File: src/verilog/tmo_consts.svh
`ifndef TMO_CONSTS_SVH
`define TMO_CONSTS_SVH

// ==========================================================================
// Register offsets on the plain register port
// ==========================================================================
`define TMO_ADDR_FLAG   8'h0c
`define TMO_ADDR_LO     8'h0e
`define TMO_ADDR_HI     8'h0f
`define TMO_ADDR_CTRL   8'h10
`define TMO_ADDR_MASK   8'h8c

// ==========================================================================
// Control register field positions and reset value
// ==========================================================================
`define TMO_BIT_ON      0
`define TMO_BIT_CS      1
`define TMO_BIT_SYNC    2
`define TMO_BIT_OSC     3
`define TMO_BIT_PS_LO   4
`define TMO_BIT_PS_HI   5
`define TMO_CTRL_RST    6'h00

// ==========================================================================
// Flag and mask layout, reset values
// ==========================================================================
`define TMO_BIT_OVF     0
`define TMO_FLAG_RST    1'h0
`define TMO_MASK_RST    1'h0
`define TMO_CNT_RST     8'h00

// ==========================================================================
// Timing and encodings
// ==========================================================================
`define TMO_PHASE_LAST  2'h3
`define TMO_CNT_MAX     16'hffff
`define TMO_CCP_SPECIAL 4'hb

`endif

File: src/verilog/tmo_pkg.sv
package tmo_pkg;

  // ========================================================================
  // Operating modes, one-hot
  // ========================================================================
  typedef enum logic [2:0] {
    TMO_MODE_TIMER = 3'b001,
    TMO_MODE_SYNC  = 3'b010,
    TMO_MODE_ASYNC = 3'b100
  } tmo_mode_e;

  // ========================================================================
  // State of each module
  // ========================================================================
  typedef struct packed {
    logic [7:0] cnt_lo;
    logic [7:0] cnt_hi;
    logic [5:0] ctrl;
    logic       flag;
    logic       mask;
    logic [1:0] phase;
    logic       pend;
    logic [7:0] rdata;
    logic       irq;
    logic [1:0] pin_oe;
    logic [1:0] pin_out;
    logic       osc_en;
  } tmo_core_s;

  typedef struct packed {
    logic [2:0] cnt;
  } tmo_presc_s;

  typedef struct packed {
    logic sync1;
    logic sync2;
    logic prev;
  } tmo_edge_s;

endpackage

File: src/verilog/tmo_timer.sv
// Design decision made here: the plain strobed port.
`include "tmo_consts.svh"

module tmo_timer (
  input  wire logic       mclk,
  input  wire logic       reset_n,
  input  wire logic       clk_en,
  input  wire logic [7:0] reg_addr,
  input  wire logic [7:0] reg_wdata,
  input  wire logic       reg_wr,
  input  wire logic       reg_rd,
  output logic      [7:0] reg_rdata,
  input  wire logic       capcomp_trigger,
  input  wire logic [3:0] capcomp_mode_code,
  input  wire logic [1:0] port_direction,
  input  wire logic [1:0] port_latch,
  input  wire logic       ext_clock_pin_i,
  output logic            ext_clock_pin_o,
  output logic            ext_clock_pin_oe,
  input  wire logic       crystal_in_pin_i,
  output logic            crystal_in_pin_o,
  output logic            crystal_in_pin_oe,
  output logic            crystal_osc_enable,
  output logic            irq
);
  import tmo_pkg::*;

  // ========================================================================
  // State and local signals
  // ========================================================================
  tmo_pkg::tmo_core_s  r;
  tmo_pkg::tmo_core_s  n;
  tmo_pkg::tmo_mode_e  mode;
  logic                count_on;
  logic                clock_source_select;
  logic                sync_bypass;
  logic                crystal_osc_on;
  logic [1:0]          prescale_sel;
  logic                inst_tick;
  logic                ext_rise;
  logic                src_tick;
  logic                ps_tick;
  logic                adv;
  logic                ccp_clear;
  logic                wr_lo;
  logic                wr_hi;
  logic                presc_clear;
  logic [15:0]         cnt;
  logic                ovf;
  logic                crystal_pin_unused;

  // The crystal input is analog in silicon; its logic level is not used here
  assign crystal_pin_unused = crystal_in_pin_i;

  // ========================================================================
  // Control field decode
  // ========================================================================
  assign count_on            = r.ctrl[`TMO_BIT_ON];
  assign clock_source_select = r.ctrl[`TMO_BIT_CS];
  assign sync_bypass         = r.ctrl[`TMO_BIT_SYNC];
  assign crystal_osc_on      = r.ctrl[`TMO_BIT_OSC];
  assign prescale_sel        = {r.ctrl[`TMO_BIT_PS_HI], r.ctrl[`TMO_BIT_PS_LO]};

  // Mode selection; the sync bit only matters with the pin as source
  always_comb begin
    if (!clock_source_select) begin
      mode = TMO_MODE_TIMER;
    end else if (sync_bypass) begin
      mode = TMO_MODE_ASYNC;
    end else begin
      mode = TMO_MODE_SYNC;
    end
  end

  // ========================================================================
  // Clock sources
  // ========================================================================
  // Instruction cycle is one core clock in four
  assign inst_tick = (r.phase == `TMO_PHASE_LAST);

  // Pin edges; the synchroniser adds two cycles of latency
  tmo_edge_sync u_edge (
    .mclk    (mclk),
    .reset_n (reset_n),
    .clk_en  (clk_en),
    .pin_in  (ext_clock_pin_i),
    .rise    (ext_rise)
  );

  // Gated source ahead of the prescaler so a stopped timer holds the prescaler; a pending synchronous edge can still count once
  always_comb begin
    unique case (mode)
      TMO_MODE_TIMER: src_tick = inst_tick & count_on;
      TMO_MODE_SYNC:  src_tick = ext_rise & count_on;
      TMO_MODE_ASYNC: src_tick = ext_rise & count_on;
    endcase
  end

  // ========================================================================
  // Register strobes and count reset
  // ========================================================================
  assign wr_lo     = reg_wr & (reg_addr == `TMO_ADDR_LO);
  assign wr_hi     = reg_wr & (reg_addr == `TMO_ADDR_HI);
  assign ccp_clear = capcomp_trigger & (capcomp_mode_code == `TMO_CCP_SPECIAL);

  // A count write or trigger restarts the prescaler so the next period is whole
  assign presc_clear = wr_lo | wr_hi | ccp_clear;

  tmo_prescaler u_presc (
    .mclk     (mclk),
    .reset_n  (reset_n),
    .clk_en   (clk_en),
    .tick_in  (src_tick),
    .clear    (presc_clear),
    .sel      (prescale_sel),
    .tick_out (ps_tick)
  );

  // ========================================================================
  // Advance decision
  // ========================================================================
  // Synchronous mode holds a prescaled edge until the next instruction cycle;
  // asynchronous mode skips that wait, trading alignment for latency
  always_comb begin
    unique case (mode)
      TMO_MODE_SYNC: adv = (r.pend | ps_tick) & inst_tick;
      TMO_MODE_ASYNC: adv = ps_tick;
      TMO_MODE_TIMER: adv = ps_tick;
    endcase
  end

  assign cnt = {r.cnt_hi, r.cnt_lo};
  assign ovf = adv & ~ccp_clear & (cnt == `TMO_CNT_MAX);

  // ========================================================================
  // Next state
  // ========================================================================
  always_comb begin
    n       = r;
    n.phase = r.phase + 2'h1;

    // Pending edge only lives in synchronous mode
    if (mode == TMO_MODE_SYNC) begin
      n.pend = (r.pend | ps_tick) & ~inst_tick;
    end else begin
      n.pend = 1'b0;
    end

    // Count: trigger clear beats an increment, a byte write beats both
    if (ccp_clear) begin
      {n.cnt_hi, n.cnt_lo} = 16'h0000;
    end else if (adv) begin
      {n.cnt_hi, n.cnt_lo} = cnt + 16'h0001;
    end
    if (wr_lo) begin
      n.cnt_lo = reg_wdata;
    end
    if (wr_hi) begin
      n.cnt_hi = reg_wdata;
    end

    // Control: only the six implemented bits are stored
    if (reg_wr && (reg_addr == `TMO_ADDR_CTRL)) begin
      n.ctrl = reg_wdata[5:0];
    end

    // Mask register
    if (reg_wr && (reg_addr == `TMO_ADDR_MASK)) begin
      n.mask = reg_wdata[`TMO_BIT_OVF];
    end

    // Flag: a read clears it, but an overflow in the same cycle wins
    if (reg_rd && (reg_addr == `TMO_ADDR_FLAG)) begin
      n.flag = 1'b0;
    end
    if (ovf) begin
      n.flag = 1'b1;
    end

    // Level interrupt, aligned with the flag it reflects
    n.irq = n.flag & n.mask;

    // Read data stands only in the cycle after the read
    n.rdata = 8'h00;
    if (reg_rd) begin
      unique case (reg_addr)
        `TMO_ADDR_LO:   n.rdata = r.cnt_lo;
        `TMO_ADDR_HI:   n.rdata = r.cnt_hi;
        `TMO_ADDR_CTRL: n.rdata = {2'b00, r.ctrl};
        `TMO_ADDR_FLAG: n.rdata = {7'h00, r.flag};
        `TMO_ADDR_MASK: n.rdata = {7'h00, r.mask};
        default:        n.rdata = 8'h00;
      endcase
    end

    // Oscillator enable follows its control bit
    n.osc_en = n.ctrl[`TMO_BIT_OSC];

    // Pins: running oscillator forces both to inputs, else the port drives
    n.pin_out = port_latch;
    n.pin_oe  = ~port_direction & {2{~crystal_osc_on}};
  end

  // ========================================================================
  // State register
  // ========================================================================
  always_ff @(posedge mclk or negedge reset_n) begin
    if (!reset_n) begin
      r         <= '0;
      r.ctrl    <= `TMO_CTRL_RST;
      r.flag    <= `TMO_FLAG_RST;
      r.mask    <= `TMO_MASK_RST;
      r.cnt_lo  <= `TMO_CNT_RST;
      r.cnt_hi  <= `TMO_CNT_RST;
      r.pin_oe  <= 2'h0;
      r.pin_out <= 2'h0;
    end else if (clk_en) begin
      r <= n;
    end
  end

  // ========================================================================
  // Outputs, all straight from the state register
  // ========================================================================
  assign reg_rdata          = r.rdata;
  assign irq                = r.irq;
  assign crystal_osc_enable = r.osc_en;
  assign ext_clock_pin_o    = r.pin_out[0];
  assign ext_clock_pin_oe   = r.pin_oe[0];
  assign crystal_in_pin_o   = r.pin_out[1];
  assign crystal_in_pin_oe  = r.pin_oe[1];

endmodule

File: src/verilog/tmo_edge_sync.sv
module tmo_edge_sync (
  input  wire logic mclk,
  input  wire logic reset_n,
  input  wire logic clk_en,
  input  wire logic pin_in,
  output logic      rise
);
  import tmo_pkg::*;

  tmo_pkg::tmo_edge_s r;
  tmo_pkg::tmo_edge_s n;

  // ========================================================================
  // Two-flop synchroniser, then edge detection on the second stage only
  // ========================================================================
  always_comb begin
    n       = r;
    n.sync1 = pin_in;
    n.sync2 = r.sync1;
    n.prev  = r.sync2;
  end

  always_ff @(posedge mclk or negedge reset_n) begin
    if (!reset_n) begin
      r <= '0;
    end else if (clk_en) begin
      r <= n;
    end
  end

  // Rising edge of the pin, one cycle wide
  assign rise = r.sync2 & ~r.prev;

endmodule

File: src/verilog/tmo_prescaler.sv
`include "tmo_consts.svh"

module tmo_prescaler (
  input  wire logic       mclk,
  input  wire logic       reset_n,
  input  wire logic       clk_en,
  input  wire logic       tick_in,
  input  wire logic       clear,
  input  wire logic [1:0] sel,
  output logic            tick_out
);
  import tmo_pkg::*;

  tmo_pkg::tmo_presc_s r;
  tmo_pkg::tmo_presc_s n;
  logic [2:0]          div_mask;

  // ========================================================================
  // Division mask: 1, 2, 4 or 8 input ticks per output tick
  // ========================================================================
  always_comb begin
    unique case (sel)
      2'h0:    div_mask = 3'h0;
      2'h1:    div_mask = 3'h1;
      2'h2:    div_mask = 3'h3;
      2'h3:    div_mask = 3'h7;
    endcase
  end

  assign tick_out = tick_in & ((r.cnt & div_mask) == div_mask);

  // Clear wins so a count write restarts the division cleanly
  always_comb begin
    n = r;
    if (clear) begin
      n.cnt = 3'h0;
    end else if (tick_in) begin
      n.cnt = r.cnt + 3'h1;
    end
  end

  always_ff @(posedge mclk or negedge reset_n) begin
    if (!reset_n) begin
      r <= '0;
    end else if (clk_en) begin
      r <= n;
    end
  end

endmodule

File: config.mk
export PLATFORM = sky130hd
export DESIGN_NAME = tmo_timer
export DESIGN_NICKNAME = d
export VERILOG_FILES = /design/src/verilog/tmo_pkg.sv /design/src/verilog/tmo_timer.sv /design/src/verilog/tmo_edge_sync.sv /design/src/verilog/tmo_prescaler.sv
export VERILOG_INCLUDE_DIRS = /design/src /design/src/verilog
export SDC_FILE = /design/constraint.sdc
export NUM_CORES = 1
export LEC_CHECK = 0
export BUFFER_PORTS_ARGS = -buffer_cell sky130_fd_sc_hd__buf_4
export CORE_UTILIZATION = 51
export CTS_CLUSTER_DIAMETER = 80
export DETAILED_ROUTE_END_ITERATION = 16
export PLACE_DENSITY = 0.81
export SLEW_MARGIN = 10
export SYNTH_ARGS = -nofsm -noshare
export SYNTH_HDL_FRONTEND = slang
export SYNTH_SLANG_ARGS = --single-unit
File: constraint.sdc
create_clock -name mclk -period 1.96 [get_ports mclk]
set_clock_uncertainty 0.15 [all_clocks]
set_input_delay 0 -clock mclk [delete_from_list [all_inputs] [get_ports mclk]]
set_output_delay 0 -clock mclk [all_outputs]
set_load 0.02 [all_outputs]
* Yosys cells after proc, flatten, opt, wreduce, memory -nomap -nowiden *
Cells that the tools add are included.

word-level totals
  register bits after elaboration = 46
  input bits = 32
  output and inout bits = 14

cells by class
  $add $sub $neg = 3
  equality and inequality tests = 15
  mux-type cells = 18
  bitwise logic cells = 22
  reduce and logical (&&, ||, !) cells = 13

operator list
  kind                     count
  $pmux W8 S5              1
  $mux W16                 2
  $eq A8 B4 Y1 const B     3
  $mux W8                  3
  $add A16 B1 Y16 const B  1
  $eq A16 B16 Y1 const B   1
  $and A1 B1 Y1            12
  $mux W3                  4
  $pmux W3 S4              1
  $eq A8 B5 Y1 const B     1
  $eq A8 B8 Y1 const B     1
  $reduce_and A2 Y1        4
  $eq A2 B2 Y1 const B     3
  $reduce_bool A3 Y1       2
  $eq A4 B4 Y1 const B     1
  $mux W1                  4
  $mux W4                  1
  $not A1 Y1               4
  $pmux W1 S2              2
  $reduce_or A2 Y1         2
  $add A3 B1 Y3 const B    1
  $and A3 B3 Y3            1
  $eq A3 B1 Y1 const B     1
  $eq A3 B2 Y1 const B     1
  other kinds (10)         14

* Logic depth before layout (Yosys ltp) *
  depth in word-level cells = 13
  depth in mapped cells = 7
  depth with buffers taken out = 6

* Cells and area by module *
From an unflattened synthesis, not the netlist that was laid out.

unflattened totals
  cell total of the unflattened synthesis = 286
  area, all modules = 2844.0 sq um

modules (own cells, without submodules)
  module         times used  cells each  area each (sq um)  sequential area each (sq um)
  tmo_timer      1           257         2543.7             1001.0
  tmo_prescaler  1           22          185.2              75.1
  tmo_edge_sync  1           7           115.1              75.1

* Worst setup path after synthesis *
OpenSTA, ideal clock, no wires.

  kind = register to register
  from = reg r[15] in the netlist's numbering
  to = reg r (netlist bit cnt[3])
  setup time = 0.124 ns
  arrival time = 1.884 ns
  slack = -0.198 ns
  cell stages (with the launch flop) = 7
  path buffers = 1
  period minus slack after synthesis = 2.158 ns
  cells stage by stage = dfrtp_1 > ha_1 > or3b_1 > clkbuf_1 > o31ai_1 > o41ai_1 > a211o_1

between the ends
  word-level cells in the longest chain between the ends = 9

RTL lines
  what                                   RTL line             RTL
  start, declared                        tmo_timer.sv:31      tmo_pkg::tmo_core_s r;
  start signal, assigned                 tmo_timer.sv:218     r <= n;
  $eq A2 B2 Y1 (no source line) *        -
  $and A1 B1 Y1                          tmo_timer.sv:93      TMO_MODE_TIMER: src_tick = inst_tick & count_on;
  $pmux W1 S2                            tmo_timer.sv:92      unique case (mode)
  $and A1 B1 Y1                          tmo_prescaler.sv:30  assign tick_out = tick_in & ((r.cnt & div_mask) == div_mask);
  $or A1 B1 Y1                           tmo_timer.sv:126     TMO_MODE_SYNC: adv = (r.pend | ps_tick) & inst_tick;
  $and A1 B1 Y1                          tmo_timer.sv:126
  $pmux W1 S2 *                          tmo_timer.sv:125     unique case (mode)
  $reduce_bool A3 Y1 (no source line) *  -
  $reduce_and A2 Y1 (no source line) *   -

Every way passes the cells marked *; elsewhere a longest branch is shown, timed or not.
A chain may end at the register's enable or synchronous reset.

* Worst setup path in the final report *
  from = reg r (netlist bit clock_source_select)
  to = reg r (netlist bit cnt[1])

between the ends
  word-level cells in the longest chain between the ends = 10
  elaborated cells between the ends (all ways) = 13
  classes of those cells = eq/ne (3); mux (3); bitwise (3); reduce/logical (4)

RTL lines
  what                                                 RTL line                           RTL
  $mux W3 *                                            tmo_timer.sv:66                    if (!clock_source_select) begin
  $eq A3 B2 Y1 / $eq A3 B3 Y1 (equally long branches)  tmo_timer.sv:92, tmo_timer.sv:125
  $reduce_or A2 Y1 (no source line)                    -
  $pmux W1 S2                                          tmo_timer.sv:92
  $and A1 B1 Y1                                        tmo_prescaler.sv:30
  $or A1 B1 Y1                                         tmo_timer.sv:126
  $and A1 B1 Y1                                        tmo_timer.sv:126
  $pmux W1 S2 *                                        tmo_timer.sv:125
  $reduce_bool A3 Y1 (no source line) *                -
  $reduce_and A2 Y1 (no source line) *                 -

Marks and branches as above.

==> impl_metrics.tcl <==
set metrics [dict create \
    cts_tree "built" \
    gp_congestion 0.953 \
    crit_family "compound AO/OA/AOI/OAI gates" \
    cts_sinks 46 \
    synth_flop_cell "dfrtp_1" \
    synthArstFlopShare_pct 100 \
    crit_path_max_incr_delay_ns 0.45 \
    crit_buf_inv 1 \
    critPathLaunchType "register" \
    grt_pass1_wl_mm 15.2 \
    drtIter0Drc 320 \
    seqCellArea_mm2 0.00115 \
    rrSetupSlack_ns 0.004 \
    fin_crit_sh_pct 99.8 \
    reg2reg_from "clock_source_select" \
    fp-row-count 27 \
    path_clk_slew_ns 0.10 \
    end_kind "register" \
    power.leakage_nw 1.85 \
    grt_overflow_total 0 \
    yosys.cell_types.count 64 \
    multiInputGateArea_mm2 0.00177 \
    max_freq_mhz 511 \
    die_area_mm2 0.00603 \
    hold_viol 0 \
    synthDominantCellAreaShare_pct 39.4 \
    start_util_pct 53.0 \
    setup.worst_path.start "clock_source_select" \
    max-slew-margin-rel_pct 40.4 \
    pin_count 46 \
    place.detailed.hpwl_mm 6.96 \
    post-place-ws_ns -0.147 \
    path_max_fanout 4 \
    mappedNetlistNets 345 \
    drv_cap 0 \
    core_mm2 0.00551 \
    antenna_found_initial 0 \
    drv_slew 0 \
    cp.arrival_ns 2.01 \
    synth_area_leader_cell "dfrtp_1" \
    cts_buffer_depth 2 \
    rr_endpoint "cnt[1]" \
    die-width_um 77.7 \
    hold_start "capcomp_mode_code[0]" \
    num_vias 3081 \
    critPathKind "reg -> reg" \
    insertion_delay_ns 0.32 \
    ir_drop_mv 0.581 \
    rsz0062_at_grt "true" \
    min_path_type "in -> reg" \
    drc 0 \
    grt_pass1_vias 2978 \
    syn_area_per_cell_um2 9.42 \
    n_fill_cell 432 \
    htree_levels 2 \
    antenna_left 0 \
    syn_area_mm2 0.00292 \
    final_nets 442 \
    totalNegativeSetupSlack_ns 0 \
    status "finished clean" \
    grt_max_degree 47 \
    layout_common_cells "97 x buf_4, 45 x dfrtp_1, 26 x nand2_1" \
    finalWorstSetupSlack_ns 0.00421 \
    wire_per_inst_um 20.0 \
    synth_edf_count 0 \
    cp_data_required_time_ns 2.01 \
    dr.pass1.iters 5 \
    drive_gt1_share_pct 37.7 \
    p_per_area_mw_per_mm2 576 \
    setup_viol 0 \
    cts-root-buf "clkbuf_8" \
    die_y_um 77.7 \
    synth_seq_cells 46 \
    min_period_ns 1.96 \
    vias_per_cell 6.42 \
    syn2layout_area_growth_pct 38.7 \
    seq_area_frac_synth_pct 39.4 \
    synth.area.top_cells "dfrtp_1 39%, mux2_2 5.4%, nand2_1 3.3%" \
    hold_depth 5 \
    rr_worst_depth 6 \
    syn_inst 310 \
    path_cells "buf_6 > and3b_1 > a21o_1 > a211o_1 > nand2_4 > mux2_4" \
    layout_commonest_cell "buf_4" \
    ys_warn_count 0 \
    wirelength_mm 9.58 \
    cpMaxStageDelayCell "dfrtp_2" \
    worst_slew_pin_slew_ns 0.886 \
    utilization_pct 73.6 \
    min_to "cnt[15]" \
    io_buffers 44 \
    grt.total_usage_pct 32.9 \
    antennaDiodeCount 0 \
    cts_made_buffers 5 \
]
cell families after synthesis:
kind of cell | synth area share, %
compound gates | 25.1
flops | 39.4
fa+ha+maj | 1.29
mux | 6.77
xor+xnor | 0.300
simple gates | 21.7
buf+inv | 5.40
Yosys cell counts, types with 8 or more instances:
library cell and instances:
nor4_1 10, nor3_1 8, a21oi_1 16, dfrtp_1 46, nand2_1 26, clkbuf_1 9, mux2_2 14, nor2_1 19
nand3_1 13, buf_4 8
flip-flops by register name, summed over array words and instances (netlist names):
register	count
u_presc.r	3
irq	1
crystal_osc_on	1
clock_source_select	1
cnt	16
ext_clock_pin_oe	1
reg_rdata	8
r	6
crystal_in_pin_oe	1
count_on	1
crystal_in_pin_o	1
ext_clock_pin_o	1
prescale_sel	2
u_edge.r	1
u_edge.n	2
how the worst max path moves through the flow:
| stage | to | slack [ns] | cells past startpoint |
|---|---|---|---|
| after floorplan | cnt[0] | -0.02 | 7 |
| after global placement | cnt[10] | -0.09 | 6 |
| after detailed placement | cnt[10] | -0.15 | 6 |
| after CTS | irq | -0.02 | 6 |
| after global routing | cnt[3] | -0.04 | 5 |
| final | cnt[1] | 0.004 | 6 |
routing by layer:
| layer | GRT usage, % | up-vias | wire (um) |
|---|---|---|---|
| met4 | 10.9 | 0 | 210 |
| met5 | 0 | - | 0 |
| met1 | 41.5 | 1505 | 3870 |
| li1 | - | 1388 | - |
| met3 | 5.41 | 27 | 734 |
| met2 | 57.1 | 161 | 4760 |
metrics by stage:
stage               cells  hold slack (ns)  total power (W)  area, um^2
finish                480           0.0641          0.00233        4050
global route          480           0.0852          0.00244        4050
CTS                   477           0.0566          0.00229        3930
detailed placement    450           -0.105          0.00164        3610
global placement      450           -0.104          0.00161        3610
floorplan             310           -0.446          0.00139        2960
tightest hold or removal path, stage by stage:
cell and delay [ns]:
buf_4 0.10, a2bb2oi_1 0.06, o211ai_1 0.09, a31oi_1 0.06
o22a_1 0.19
report_power, final:
part | total (W) | leakage, nW | switching [W] | internal [W]
registers | 0.00112 | 0.583 | 0.0000817 | 0.00103
logic | 0.000591 | 1.22 | 0.000276 | 0.000315
clock network | 0.000625 | 0.0447 | 0.000367 | 0.000258
what timing repair did:
item | 4_1_cts | 5_1_grt
setup buffers | 2 | 3
pin swaps | 2 | 6
endpoints found under the hold margin | 77 | 0
gates resized for setup | 11 | 19
setup endpoints to repair | 21 | 19
hold buffers | 17 | 0
layout make-up:
class / instances / area share, %
Clock buffer: 5 / 1.70
Clock inverter: 3 / 0.618
Inverter: 6 / 0.556
Multi-Input combinational cell: 232 / 43.7
Sequential cell: 46 / 28.5
Tap cell: 72 / 2.22
Timing Repair Buffer: 116 / 22.7
(Power assumes the default switching activity.)
